File: src/hdl/feu_map.vh
// Register map constants for the fault-enable upper byte block.
// Assumes inclusion by bare name from the design file; definitions only.
`ifndef FEU_MAP_VH
`define FEU_MAP_VH

////////////////////////////////////////////////////////////////////////////////
// Addresses on the internal register port
`define FEU_ADDR_W            8
`define FEU_ADDR_FAULT_ENABLE 8'h07
`define FEU_ADDR_FAULT_STATUS 8'h06
`define FEU_ADDR_CLOCK_COUNT  8'h30

////////////////////////////////////////////////////////////////////////////////
// Fault-enable register layout and reset
`define FEU_DATA_W            16
`define FEU_FAULT_ENABLE_RST  16'h0040
`define FEU_FAULT_ENABLE_WMSK 16'h1FFF
`define FEU_BIT_CLK_CNT_EN    12
`define FEU_BIT_POS_IN_EN     11
`define FEU_BIT_NEG_IN_EN     10
`define FEU_BIT_REF_RANGE_EN  9
`define FEU_BIT_REF_MISS_EN   8

////////////////////////////////////////////////////////////////////////////////
// Fault status register layout (write one to clear) and reset
`define FEU_FAULT_STATUS_RST  4'h0
`define FEU_FLAG_POS_IN       3
`define FEU_FLAG_NEG_IN       2
`define FEU_FLAG_REF_RANGE    1
`define FEU_FLAG_REF_MISS     0

////////////////////////////////////////////////////////////////////////////////
// Clock cycle counter
`define FEU_COUNT_W           16
`define FEU_COUNT_RST         16'h0000

////////////////////////////////////////////////////////////////////////////////
// Read answer
`define FEU_RDATA_RST         16'h0000
`define FEU_RVALID_RST        1'h0

`endif

File: src/hdl/feu_fault_enable.v
// Fault-enable upper bits: enable register, gated sticky fault flags and
// the modulator clock cycle counter, behind the internal register port.
// Assumes the serial interface decodes frames into single-cycle read and
// write strobes on sys_clk, and detector levels are synchronous to sys_clk.
// Reserved bits and unmapped addresses read back as zero.
//
// Contract
// bit 12 enables the modulator clock cycle counter; reset clear.
// bit 11 gates positive input range fault into its status flag; reset clear.
// bit 10 gates negative input range fault into its status flag; reset clear.
// bit 9 gates external reference range fault into its flag; reset clear.
// bit 8 gates external reference missing fault into its flag; reset clear.
// bits 15 to 13 read zero and ignore writes.
// register sits at address 0x07, whole-register reset value 0x0040.
// gated flags stay set until host writes one to their bit.
`include "feu_map.vh"
`default_nettype none

module feu_fault_enable (
   input  wire                       sys_clk,
   input  wire                       sys_rst,
   // Register port, strobes last one cycle
   input  wire                       reg_wr,
   input  wire                       reg_rd,
   input  wire [`FEU_ADDR_W-1:0]     reg_addr,
   input  wire [`FEU_DATA_W-1:0]     reg_wdata,
   output reg  [`FEU_DATA_W-1:0]     reg_rdata_q,
   output reg                        reg_rvalid_q,
   // Modulator clock tick and detector levels
   input  wire                       mod_clk_tick,
   input  wire                       pos_input_range_det,
   input  wire                       neg_input_range_det,
   input  wire                       ext_ref_range_det,
   input  wire                       ext_ref_missing_det,
   // Register contents for the rest of the converter
   output reg  [`FEU_DATA_W-1:0]     fault_enable_q,
   output reg  [3:0]                 fault_status_q,
   output reg  [`FEU_COUNT_W-1:0]    clock_count_q
);

   ////////////////////////////////////////////////////////////////////////////
   // Helper functions

   // Full compare; the port carries no partial decode
   function hit;
      input [`FEU_ADDR_W-1:0] addr;
      input [`FEU_ADDR_W-1:0] target;
      begin
         hit = (addr == target);
      end
   endfunction

   // Drops the reserved top bits, on the way in and on the way out
   function [`FEU_DATA_W-1:0] writable;
      input [`FEU_DATA_W-1:0] value;
      begin
         writable = value & `FEU_FAULT_ENABLE_WMSK;
      end
   endfunction

   // A detector level only counts while its enable bit is set
   function gate;
      input level;
      input enable;
      begin
         gate = level & enable;
      end
   endfunction

   // Sticky flag: a set beats a same-cycle clear, so no fault is lost
   function sticky;
      input flag_in;
      input clr_in;
      input set_in;
      begin
         sticky = (flag_in & ~clr_in) | set_in;
      end
   endfunction

   ////////////////////////////////////////////////////////////////////////////
   // Decode

   // Writes to the count register or to unmapped addresses fall through
   wire wr_enable = reg_wr & hit(reg_addr, `FEU_ADDR_FAULT_ENABLE);
   wire wr_status = reg_wr & hit(reg_addr, `FEU_ADDR_FAULT_STATUS);

   ////////////////////////////////////////////////////////////////////////////
   // Fault-enable register

   reg [`FEU_DATA_W-1:0] fault_enable_d;

   always @* begin
      fault_enable_d = fault_enable_q;
      if (wr_enable) begin
         // Reserved top bits are masked off so they always read zero
         fault_enable_d = writable(reg_wdata);
      end
   end

   always @(posedge sys_clk or posedge sys_rst) begin
      if (sys_rst) begin
         fault_enable_q <= `FEU_FAULT_ENABLE_RST;
      end else begin
         fault_enable_q <= fault_enable_d;
      end
   end

   ////////////////////////////////////////////////////////////////////////////
   // Gated sticky fault flags

   reg [3:0] fault_set;
   reg [3:0] fault_clr;
   reg [3:0] fault_status_d;

   always @* begin
      fault_set = 4'h0;
      fault_set[`FEU_FLAG_POS_IN] = gate(pos_input_range_det,
                                         fault_enable_q[`FEU_BIT_POS_IN_EN]);
      fault_set[`FEU_FLAG_NEG_IN] = gate(neg_input_range_det,
                                         fault_enable_q[`FEU_BIT_NEG_IN_EN]);
      fault_set[`FEU_FLAG_REF_RANGE] = gate(ext_ref_range_det,
                                            fault_enable_q[`FEU_BIT_REF_RANGE_EN]);
      fault_set[`FEU_FLAG_REF_MISS] = gate(ext_ref_missing_det,
                                           fault_enable_q[`FEU_BIT_REF_MISS_EN]);
   end

   always @* begin
      fault_clr = 4'h0;
      if (wr_status) begin
         // Only the four flag bits of the written word take part
         fault_clr = reg_wdata[3:0];
      end
   end

   always @* begin
      fault_status_d = fault_status_q;
      fault_status_d[`FEU_FLAG_POS_IN] =
         sticky(fault_status_q[`FEU_FLAG_POS_IN], fault_clr[`FEU_FLAG_POS_IN],
                fault_set[`FEU_FLAG_POS_IN]);
      fault_status_d[`FEU_FLAG_NEG_IN] =
         sticky(fault_status_q[`FEU_FLAG_NEG_IN], fault_clr[`FEU_FLAG_NEG_IN],
                fault_set[`FEU_FLAG_NEG_IN]);
      fault_status_d[`FEU_FLAG_REF_RANGE] =
         sticky(fault_status_q[`FEU_FLAG_REF_RANGE], fault_clr[`FEU_FLAG_REF_RANGE],
                fault_set[`FEU_FLAG_REF_RANGE]);
      fault_status_d[`FEU_FLAG_REF_MISS] =
         sticky(fault_status_q[`FEU_FLAG_REF_MISS], fault_clr[`FEU_FLAG_REF_MISS],
                fault_set[`FEU_FLAG_REF_MISS]);
   end

   always @(posedge sys_clk or posedge sys_rst) begin
      if (sys_rst) begin
         fault_status_q <= `FEU_FAULT_STATUS_RST;
      end else begin
         fault_status_q <= fault_status_d;
      end
   end

   ////////////////////////////////////////////////////////////////////////////
   // Modulator clock cycle counter

   reg [`FEU_COUNT_W-1:0] clock_count_d;

   always @* begin
      clock_count_d = clock_count_q;
      // Holds its value while disabled so software can still read the total
      // Wraps silently; software works with differences between two reads
      if (fault_enable_q[`FEU_BIT_CLK_CNT_EN] && mod_clk_tick) begin
         clock_count_d = clock_count_q + 16'h0001;
      end
   end

   always @(posedge sys_clk or posedge sys_rst) begin
      if (sys_rst) begin
         clock_count_q <= `FEU_COUNT_RST;
      end else begin
         clock_count_q <= clock_count_d;
      end
   end

   ////////////////////////////////////////////////////////////////////////////
   // Read path, one cycle of latency; unmapped addresses read zero

   reg [`FEU_DATA_W-1:0] reg_rdata_d;

   always @* begin
      reg_rdata_d = 16'h0000;
      if (reg_rd) begin
         case (reg_addr)
            `FEU_ADDR_FAULT_ENABLE: begin
               reg_rdata_d = writable(fault_enable_q);
            end
            `FEU_ADDR_FAULT_STATUS: begin
               reg_rdata_d = {12'h000, fault_status_q};
            end
            `FEU_ADDR_CLOCK_COUNT: begin
               reg_rdata_d = clock_count_q;
            end
            default: begin
               reg_rdata_d = 16'h0000;
            end
         endcase
      end
   end

   always @(posedge sys_clk or posedge sys_rst) begin
      if (sys_rst) begin
         reg_rdata_q <= `FEU_RDATA_RST;
      end else begin
         reg_rdata_q <= reg_rdata_d;
      end
   end

   // Every read, mapped or not, is answered exactly one cycle after its strobe
   always @(posedge sys_clk or posedge sys_rst) begin
      if (sys_rst) begin
         reg_rvalid_q <= `FEU_RVALID_RST;
      end else begin
         reg_rvalid_q <= reg_rd;
      end
   end

endmodule // feu_fault_enable

`default_nettype wire

File: config.mk
export PLATFORM = sky130hd
export DESIGN_NAME = feu_fault_enable
export DESIGN_NICKNAME = d
export VERILOG_FILES = /design/src/hdl/feu_fault_enable.v
export VERILOG_INCLUDE_DIRS = /design/src /design/src/hdl
export SDC_FILE = /design/constraint.sdc
export NUM_CORES = 1
export LEC_CHECK = 0
export BUFFER_PORTS_ARGS = -buffer_cell sky130_fd_sc_hd__buf_2
export CAP_MARGIN = 30
export CORE_MARGIN = 3
export CORE_UTILIZATION = 30
export DETAILED_ROUTE_END_ITERATION = 16
export PLACE_DENSITY = 0.64
export RECOVER_POWER = 50
export SETUP_SLACK_MARGIN = 0.5
export SLEW_MARGIN = 5
export SYNTH_ARGS = -nofsm -noshare
export SYNTH_HDL_FRONTEND = slang
export SYNTH_SLANG_ARGS = --single-unit
File: constraint.sdc
create_clock -name sys_clk -period 1.2 [get_ports sys_clk]
set_input_delay 0.06 -clock sys_clk [delete_from_list [all_inputs] [get_ports sys_clk]]
set_output_delay 0.06 -clock sys_clk [all_outputs]
set_load 0.01 [all_outputs]
==> results of run 1 <==
## registers in the layout, summed over array words and instances, names as in the netlist
register and count:
clock_count_q 16, reg_rdata_q 16, reg_rvalid_q 1, fault_enable_q 13, fault_status_q 4
## repair_timing
| item | CTS | global route |
|---|---|---|
| buffers inserted | 28 | 10 |
| setup endpoints to repair | 99 | 99 |
| gates cloned | 0 | 0 |
| gates resized for setup | 66 | 17 |
| endpoints found under the hold margin | 63 | 10 |
| pin swaps | 16 | 14 |
## placed cells by master, fill, tap and decap left out, types with 2 or more instances in the layout
master / netlist / final
buf_2: 1 / 47
buf_6: 1 / 46
dfrtp_1: 49 / 42
buf_4: 3 / 32
mux2_4: 10 / 16
clkbuf_1: 1 / 15
a22o_1: 13 / 13
xnor2_1: 12 / 9
nand3_2: 1 / 7
dfrtp_2: 0 / 7
and3_4: 0 / 5
nor2b_1: 5 / 5
clkbuf_8: 0 / 5
nand2_1: 8 / 4
a22oi_2: 0 / 4
nor2_4: 0 / 4
nand4_1: 4 / 4
xnor2_2: 0 / 3
nor3_4: 0 / 3
nand3_4: 0 / 3
nand2_2: 0 / 3
conb_1: 1 / 3
buf_12: 0 / 3
or3_4: 1 / 2
mux2_2: 8 / 2
xor2_1: 3 / 2
clkinv_2: 0 / 2
dlygate4sd3_1: 0 / 2
## kinds of logic (layout without fill, tap and decap cells)
group           after synthesis  in the layout
compound gates               17             17
xor+xnor                     15             15
fa+ha+maj                     1              1
buf+inv                       9            157
flops                        50             50
mux                          18             18
other cells                   1              3
simple gates                 45             45
## stage by stage
step	utilization	total power (uW)	cell area, sq um	hold slack [ns]
floorplan	-	2191	2207	0.09143
global placement	0.4483	2474	2944	0.1173
detailed placement	0.4483	2481	2944	0.1179
CTS	0.5468	3886	3591	-0.03155
global route	0.5633	4066	3700	-0.02395
finish	0.5633	3893	3700	-0.02142
## report_power, final
part,switching [uW],internal [uW]
Combinational,340,465
Clock,576,615
Sequential,105,1790
Total,1020,2870
## layout make-up
type / count / area [sq um] / area share
clock inverter: 3 / 40.04 / 0.01082
multi-input combinational: 99 / 1062 / 0.2871
clock buffer: 5 / 68.82 / 0.01860
inverter: 2 / 8.758 / 0.002367
sequential: 50 / 1261 / 0.3409
timing repair buffer: 147 / 1142 / 0.3088
tap: 93 / 116.4 / 0.03145
## critical path: cells and delay by family, from the launching register on
family | cells | cell delay, ns
simple gates | 2 | 0.19
flops | 1 | 0.42
fa+ha+maj | 1 | 0.15
xor+xnor | 1 | 0.14
buf+inv | 2 | 0.27
## per-layer routing
metal / part of all wire / vias up
met5: 0 / -
met4: 0.0085 / 0
met3: 0.045 / 4
met2: 0.49 / 52
met1: 0.45 / 874
li1: - / 849
## worst min path at each step
stage                               to  depth (start not counted)  slack (ns)
floorplan                 reg_rvalid_q                          0        0.09
global placement     clock_count_q[13]                          3        0.12
detailed placement   clock_count_q[12]                          3        0.12
CTS                 fault_enable_q[10]                          2       -0.03
global route         fault_enable_q[9]                          2       -0.02
finish              fault_enable_q[10]                          2       -0.02
==> results.toml, run 1 <==
[setup_path]
crit_required_ns = 1.42
rr_startpoint = "clock_count_q[0]"
end_kind = "register"
critPathMaxFanout = 3
reg2reg_slack_ns = -0.06
crit_start = "clock_count_q[0]"
cpPeakStageDelay_ns = 0.42
critical_path_class = "reg -> reg"
path_cells = "ha_4 > nand3_4 > buf_4 > buf_6 > nor3_4 > xnor2_1"
cp_data_arrival_time_ns = 1.48
r2r.worst_path.cells = 6
rr_endpoint = "clock_count_q[8]"
slowest_stage = "dfrtp_2"
start_kind = "register"
endpoint = "clock_count_q[8]"

[global_route]
grt_pass1_vias = 1912
grt_max_degree = 34
gr-usage-met2 = 0.2613
grt_busiest_layer = "met2"
grt.overflow.total = 0
antenna_found_initial = 0
met1_usage = 0.1962
grt_pass1_wl_um = 9887
grt_util_all_layers = 0.1536
grt_use_met3 = 0.03255

[sta]
skew_ns = 0.01086
period_needed_ns = 1.261
fmax_mhz = 793.1
finalHoldViolCount = 11
worst_hold_slack_ns = -0.02142
fin_crit_sh = 1.051
slew_violations = 0
fin_tns_setup_ns = -0.2840
grt_setup_unrepaired = "true"
setup_viol = 9
worst_slack_ns = -0.06089

[placement]
gp_congestion = 0.7217
hpwl_um = 4025
port_buffers = 79
pre_cts_ws_ns = -0.3180
dp_cells = 351

[cts]
htreeDepth = 2
clockBufferDepth = 2
root_buffer = "clkbuf_8"
cts_tree = "yes"
cts_buffers = 5
hold_buffers = 2
cts.sinks = 50
clk_pin_slew_ns = 0.10
clk_latency_ns = 0.30

[die]
die_h_um = 89.73
start_util = 0.3203
rows = 29
dieWidth_um = 89.73
coreArea_sq_mm = 0.006568
ios = 86
dieArea_sq_mm = 0.008051

[route]
routed_wirelength_um = 6271
ant_nets = 0
post-route-drc-count = 0
viasPerCell = 4.459
initialDrtViolationCount = 22
dr.pass1.iters = 4
post_drt_wl_per_cell_um = 15.72
dr_total_vias = 1779

[synthesis]
synth_compound_area_frac = 0.06841
synth.avg_cell_area_sq_um = 13.48
synth_top_family_by_area = "simple AND/OR/NAND/NOR gates"
synthXorXnorAreaFrac = 0.06246
ys_types = 29
synthArstFlopShare = 1.000
yosys-top-cells-count = "49 x dfrtp_1, 13 x a22o_1, 12 x xnor2_1"
synth_simple_gate_area_share = 0.1255
synth_warnings = 0
synthMuxAreaShare = 0.1142
yosysSeqAreaShare = 0.5955
synthTopCellsByArea = "dfrtp_1 58%, mux2_4 7.1%, a22o_1 5.4%"
yosysMostFrequentCell = "dfrtp_1"
synth_top_area_share = 0.5830
synth_edf_count = 0
synthCells = 156
synth_flop_cell = "dfrtp_1"
syn_area_sq_mm = 0.002103
synth-adder-area-share = 0.005949
synth-seq-cells = 50
synth_top_area_cell = "dfrtp_1"

[layout]
fin_nets = 339
drive_above_1_share = 0.6667
diodes = 0
final_cells = 399
n_fill_cell = 572
syn2layout_area_growth_pct = 75.91

[status]
violations = "hold timing, setup timing"
outcome = "finished with violations"

[power_and_ir_drop]
power_density_mw_per_mm2 = 1052
vdd_ir_drop_max_uv = 635.4
power_leakage_uw = 0.001880

[run]
cap_violations = 0

[hold_path]
holdCritStartpoint = "reg_wdata[10]"
holdCritPathClass = "in -> reg"
(Power assumes the default switching activity.)
==> inputs of run 2 (changes only) <==
- ABC_AREA: unset -> 1
- BUFFER_PORTS_ARGS: -buffer_cell sky130_fd_sc_hd__buf_2 -> -buffer_cell sky130_fd_sc_hd__buf_4
- PLACE_DENSITY: 0.64 -> 0.62
==> run 2 against run 1 <==
Net effect: first-iteration DRC count rose to 2.8 times the previous value; register-to-register slack better by 0.05 ns; die area rose by 18%; core utilization down 0.61 points; the flow still finishes with violations (hold timing, setup timing); non-clock buffer count unchanged.
==> results.toml, run 2 <==
[status]
outcome = "finished with violations"
violations = "hold timing, setup timing"

[layout]
drive_above_1_share = 0.5618
final_cell_mix = "71 x buf_6, 49 x buf_4, 42 x nand2_1, 39 x dfrtp_1, 27 x inv_1"
syn2layout_area_growth_pct = 75.32
largestRegisters = "clock_count_q x16, reg_rdata_q x16, fault_enable_q x13"
post-route-util = 0.5573
final_cells = 531
n_fill_cell = 724
fin_nets = 462
layout_commonest_cell = "buf_6"
diodes = 0

[setup_path]
reg2reg_slack_ns = -0.01
r2r.worst_path.cells = 5
cp_data_arrival_time_ns = 1.44
end_kind = "register"
endpoint = "clock_count_q[6]"
start_kind = "register"
critPathMaxFanout = 4
rr_startpoint = "clock_count_q[0]"
crit_required_ns = 1.43
rr_endpoint = "clock_count_q[6]"
critical_path_class = "reg -> reg"
crit_start = "clock_count_q[0]"

[synthesis]
synth-seq-cells = 50
synthArstFlopShare = 1.000
synthMuxAreaShare = 0
synth_simple_gate_area_share = 0.3093
synth_edf_count = 0
synth_top_family_by_area = "simple AND/OR/NAND/NOR gates"
synth_top_area_cell = "dfrtp_1"
syn_area_sq_mm = 0.002520
synth_compound_area_frac = 0.06306
yosysMostFrequentCell = "nand2_1"
synth_flop_cell = "dfrtp_1"
synthXorXnorAreaFrac = 0.03774
yosysSeqAreaShare = 0.4970
synth-adder-area-share = 0.004965
synth.avg_cell_area_sq_um = 9.000
yosys-top-cells-count = "62 x nand2_1, 49 x dfrtp_1, 37 x inv_1"
synthTopCellsByArea = "dfrtp_1 49%, nand2_1 9.2%, nand3_1 7.1%"
ys_types = 27
synthCells = 280
synth_top_area_share = 0.4866
synth_warnings = 0

[die]
coreArea_sq_mm = 0.007928
dieArea_sq_mm = 0.009536
die_h_um = 97.65
rows = 32
start_util = 0.3179
ios = 86
dieWidth_um = 97.65

[cts]
htreeDepth = 2
cts_buffers = 5
cts_tree = "yes"
cts.sinks = 50
clk_pin_slew_ns = 0.09
clk_latency_ns = 0.30
root_buffer = "clkbuf_8"
clockBufferDepth = 2

[sta]
setup_viol = 2
period_needed_ns = 1.210
slew_violations = 0
fin_tns_setup_ns = -0.01135
finalHoldViolCount = 12
tightest_slew_ns = 0.7485
worst_hold_slack_ns = -0.1777
relSlewSlack = 0.5002
worst_slack_ns = -0.009808
fmax_mhz = 826.6
skew_ns = 0.007204
grt_setup_unrepaired = "true"
fin_crit_sh = 1.008

[route]
post-route-drc-count = 0
post_drt_wl_per_cell_um = 13.77
routed_wirelength_um = 7312
ant_nets = 0
dr.pass1.iters = 4
viasPerCell = 4.444
initialDrtViolationCount = 62
dr_total_vias = 2360

[global_route]
grt_pass1_wl_um = 11900
grt_pass1_vias = 2418
grt.overflow.total = 0
antenna_found_initial = 0
grt_max_degree = 27
grt_util_all_layers = 0.1518

[placement]
dp_cells = 470
gp_congestion = 0.8185
hpwl_um = 5136
port_buffers = 79
pre_cts_ws_ns = 0.008274

[hold_path]
holdCritPathClass = "in -> async"

[power_and_ir_drop]
power_leakage_uw = 0.002219
vdd_ir_drop_max_uv = 603.0
power_density_mw_per_mm2 = 1002
fin_total_pwr_uw = 4425

[run]
cap_violations = 0
==> run 2: cell count changes in the layout (fill, tap and decap cells not counted), sizes merged, moves of 8 or more <==
cell / previous run / this run
xnor2: 12 / 3
dlygate4sd3: 2 / 10
o21ai: 0 / 13
nand3: 11 / 38
a21oi: 0 / 9
inv: 1 / 39
nor2: 4 / 22
a22o: 13 / 0
nand2: 8 / 78
mux2: 18 / 0
==> run 2: cell type report <==
class	count	area, sq um	share of cell area
Tap cell	102	127.6	0.02889
Timing Repair Buffer	147	1374	0.3110
Clock buffer	7	76.32	0.01728
Clock inverter	1	30.03	0.006797
Multi-Input combinational cell	184	1335	0.3022
Sequential cell	50	1265	0.2863
Inverter	40	210.2	0.04758
==> run 2: logic make-up (layout without fill, tap and decap cells) <==
family | after synthesis | in the layout
flip-flops | 50 | 50
AND/OR/NAND/NOR | 148 | 148
other | 1 | 3
buffers and inverters | 48 | 195
AO/OA/AOI/OAI | 22 | 22
XOR/XNOR | 10 | 10
adder cells (fa/ha/maj) | 1 | 1
==> run 2: metrics by stage <==
stage / area (sq um) / hold slack, ns
final: 4418 / -0.1777
after global placement: 3477 / 0.08189
after floorplan: 2681 / 0.09143
after global routing: 4418 / -0.1400
after detailed placement: 3477 / 0.08070
after CTS: 4262 / -0.2437
==> run 2: timing repair <==
item / CTS / global route
resized for setup: 89 / 52
hold buffers: 9 / 1
hold endpoints to repair: 25 / 13
setup buffers: 35 / 8
pin swaps: 18 / 11
setup endpoints to repair: 84 / 99
==> run 2: layer usage <==
metal | GRT usage | share of wire | vias up
met2 | 0.2536 | 0.50 | 56
met5 | 0 | 0 | -
met1 | 0.2011 | 0.44 | 1133
met3 | 0.03733 | 0.050 | 4
met4 | 0.02875 | 0.0055 | 0
li1 | - | - | 1167
==> run 2: worst min path at each step <==
| stage | startpoint | end | cells after the start | slack, ns |
|---|---|---|---|---|
| floorplan | reg_rd | reg_rvalid_q | 0 | 0.09 |
| CTS | sys_rst | reg_rdata_q[5] | 2 | -0.24 |
| global route | sys_rst | clock_count_q[14] | 2 | -0.14 |
| detailed placement | sys_rst | clock_count_q[14] | 2 | 0.08 |
| global placement | sys_rst | clock_count_q[14] | 2 | 0.08 |
| finish | sys_rst | clock_count_q[14] | 2 | -0.18 |
==> run 2: power breakdown <==
| group | total (uW) | switching [uW] | internal (uW) |
|---|---|---|---|
| Combinational | 1290 | 552 | 733 |
| Clock | 1190 | 564 | 625 |
| Sequential | 1950 | 141 | 1810 |
==> run 2: worst max-delay path, cell delays in order (launching register included) <==
cell,delay [ns]
dfrtp_2,0.42
ha_4,0.16
nand3_4,0.09
buf_4,0.15
nor3_4,0.16
xor2_1,0.16
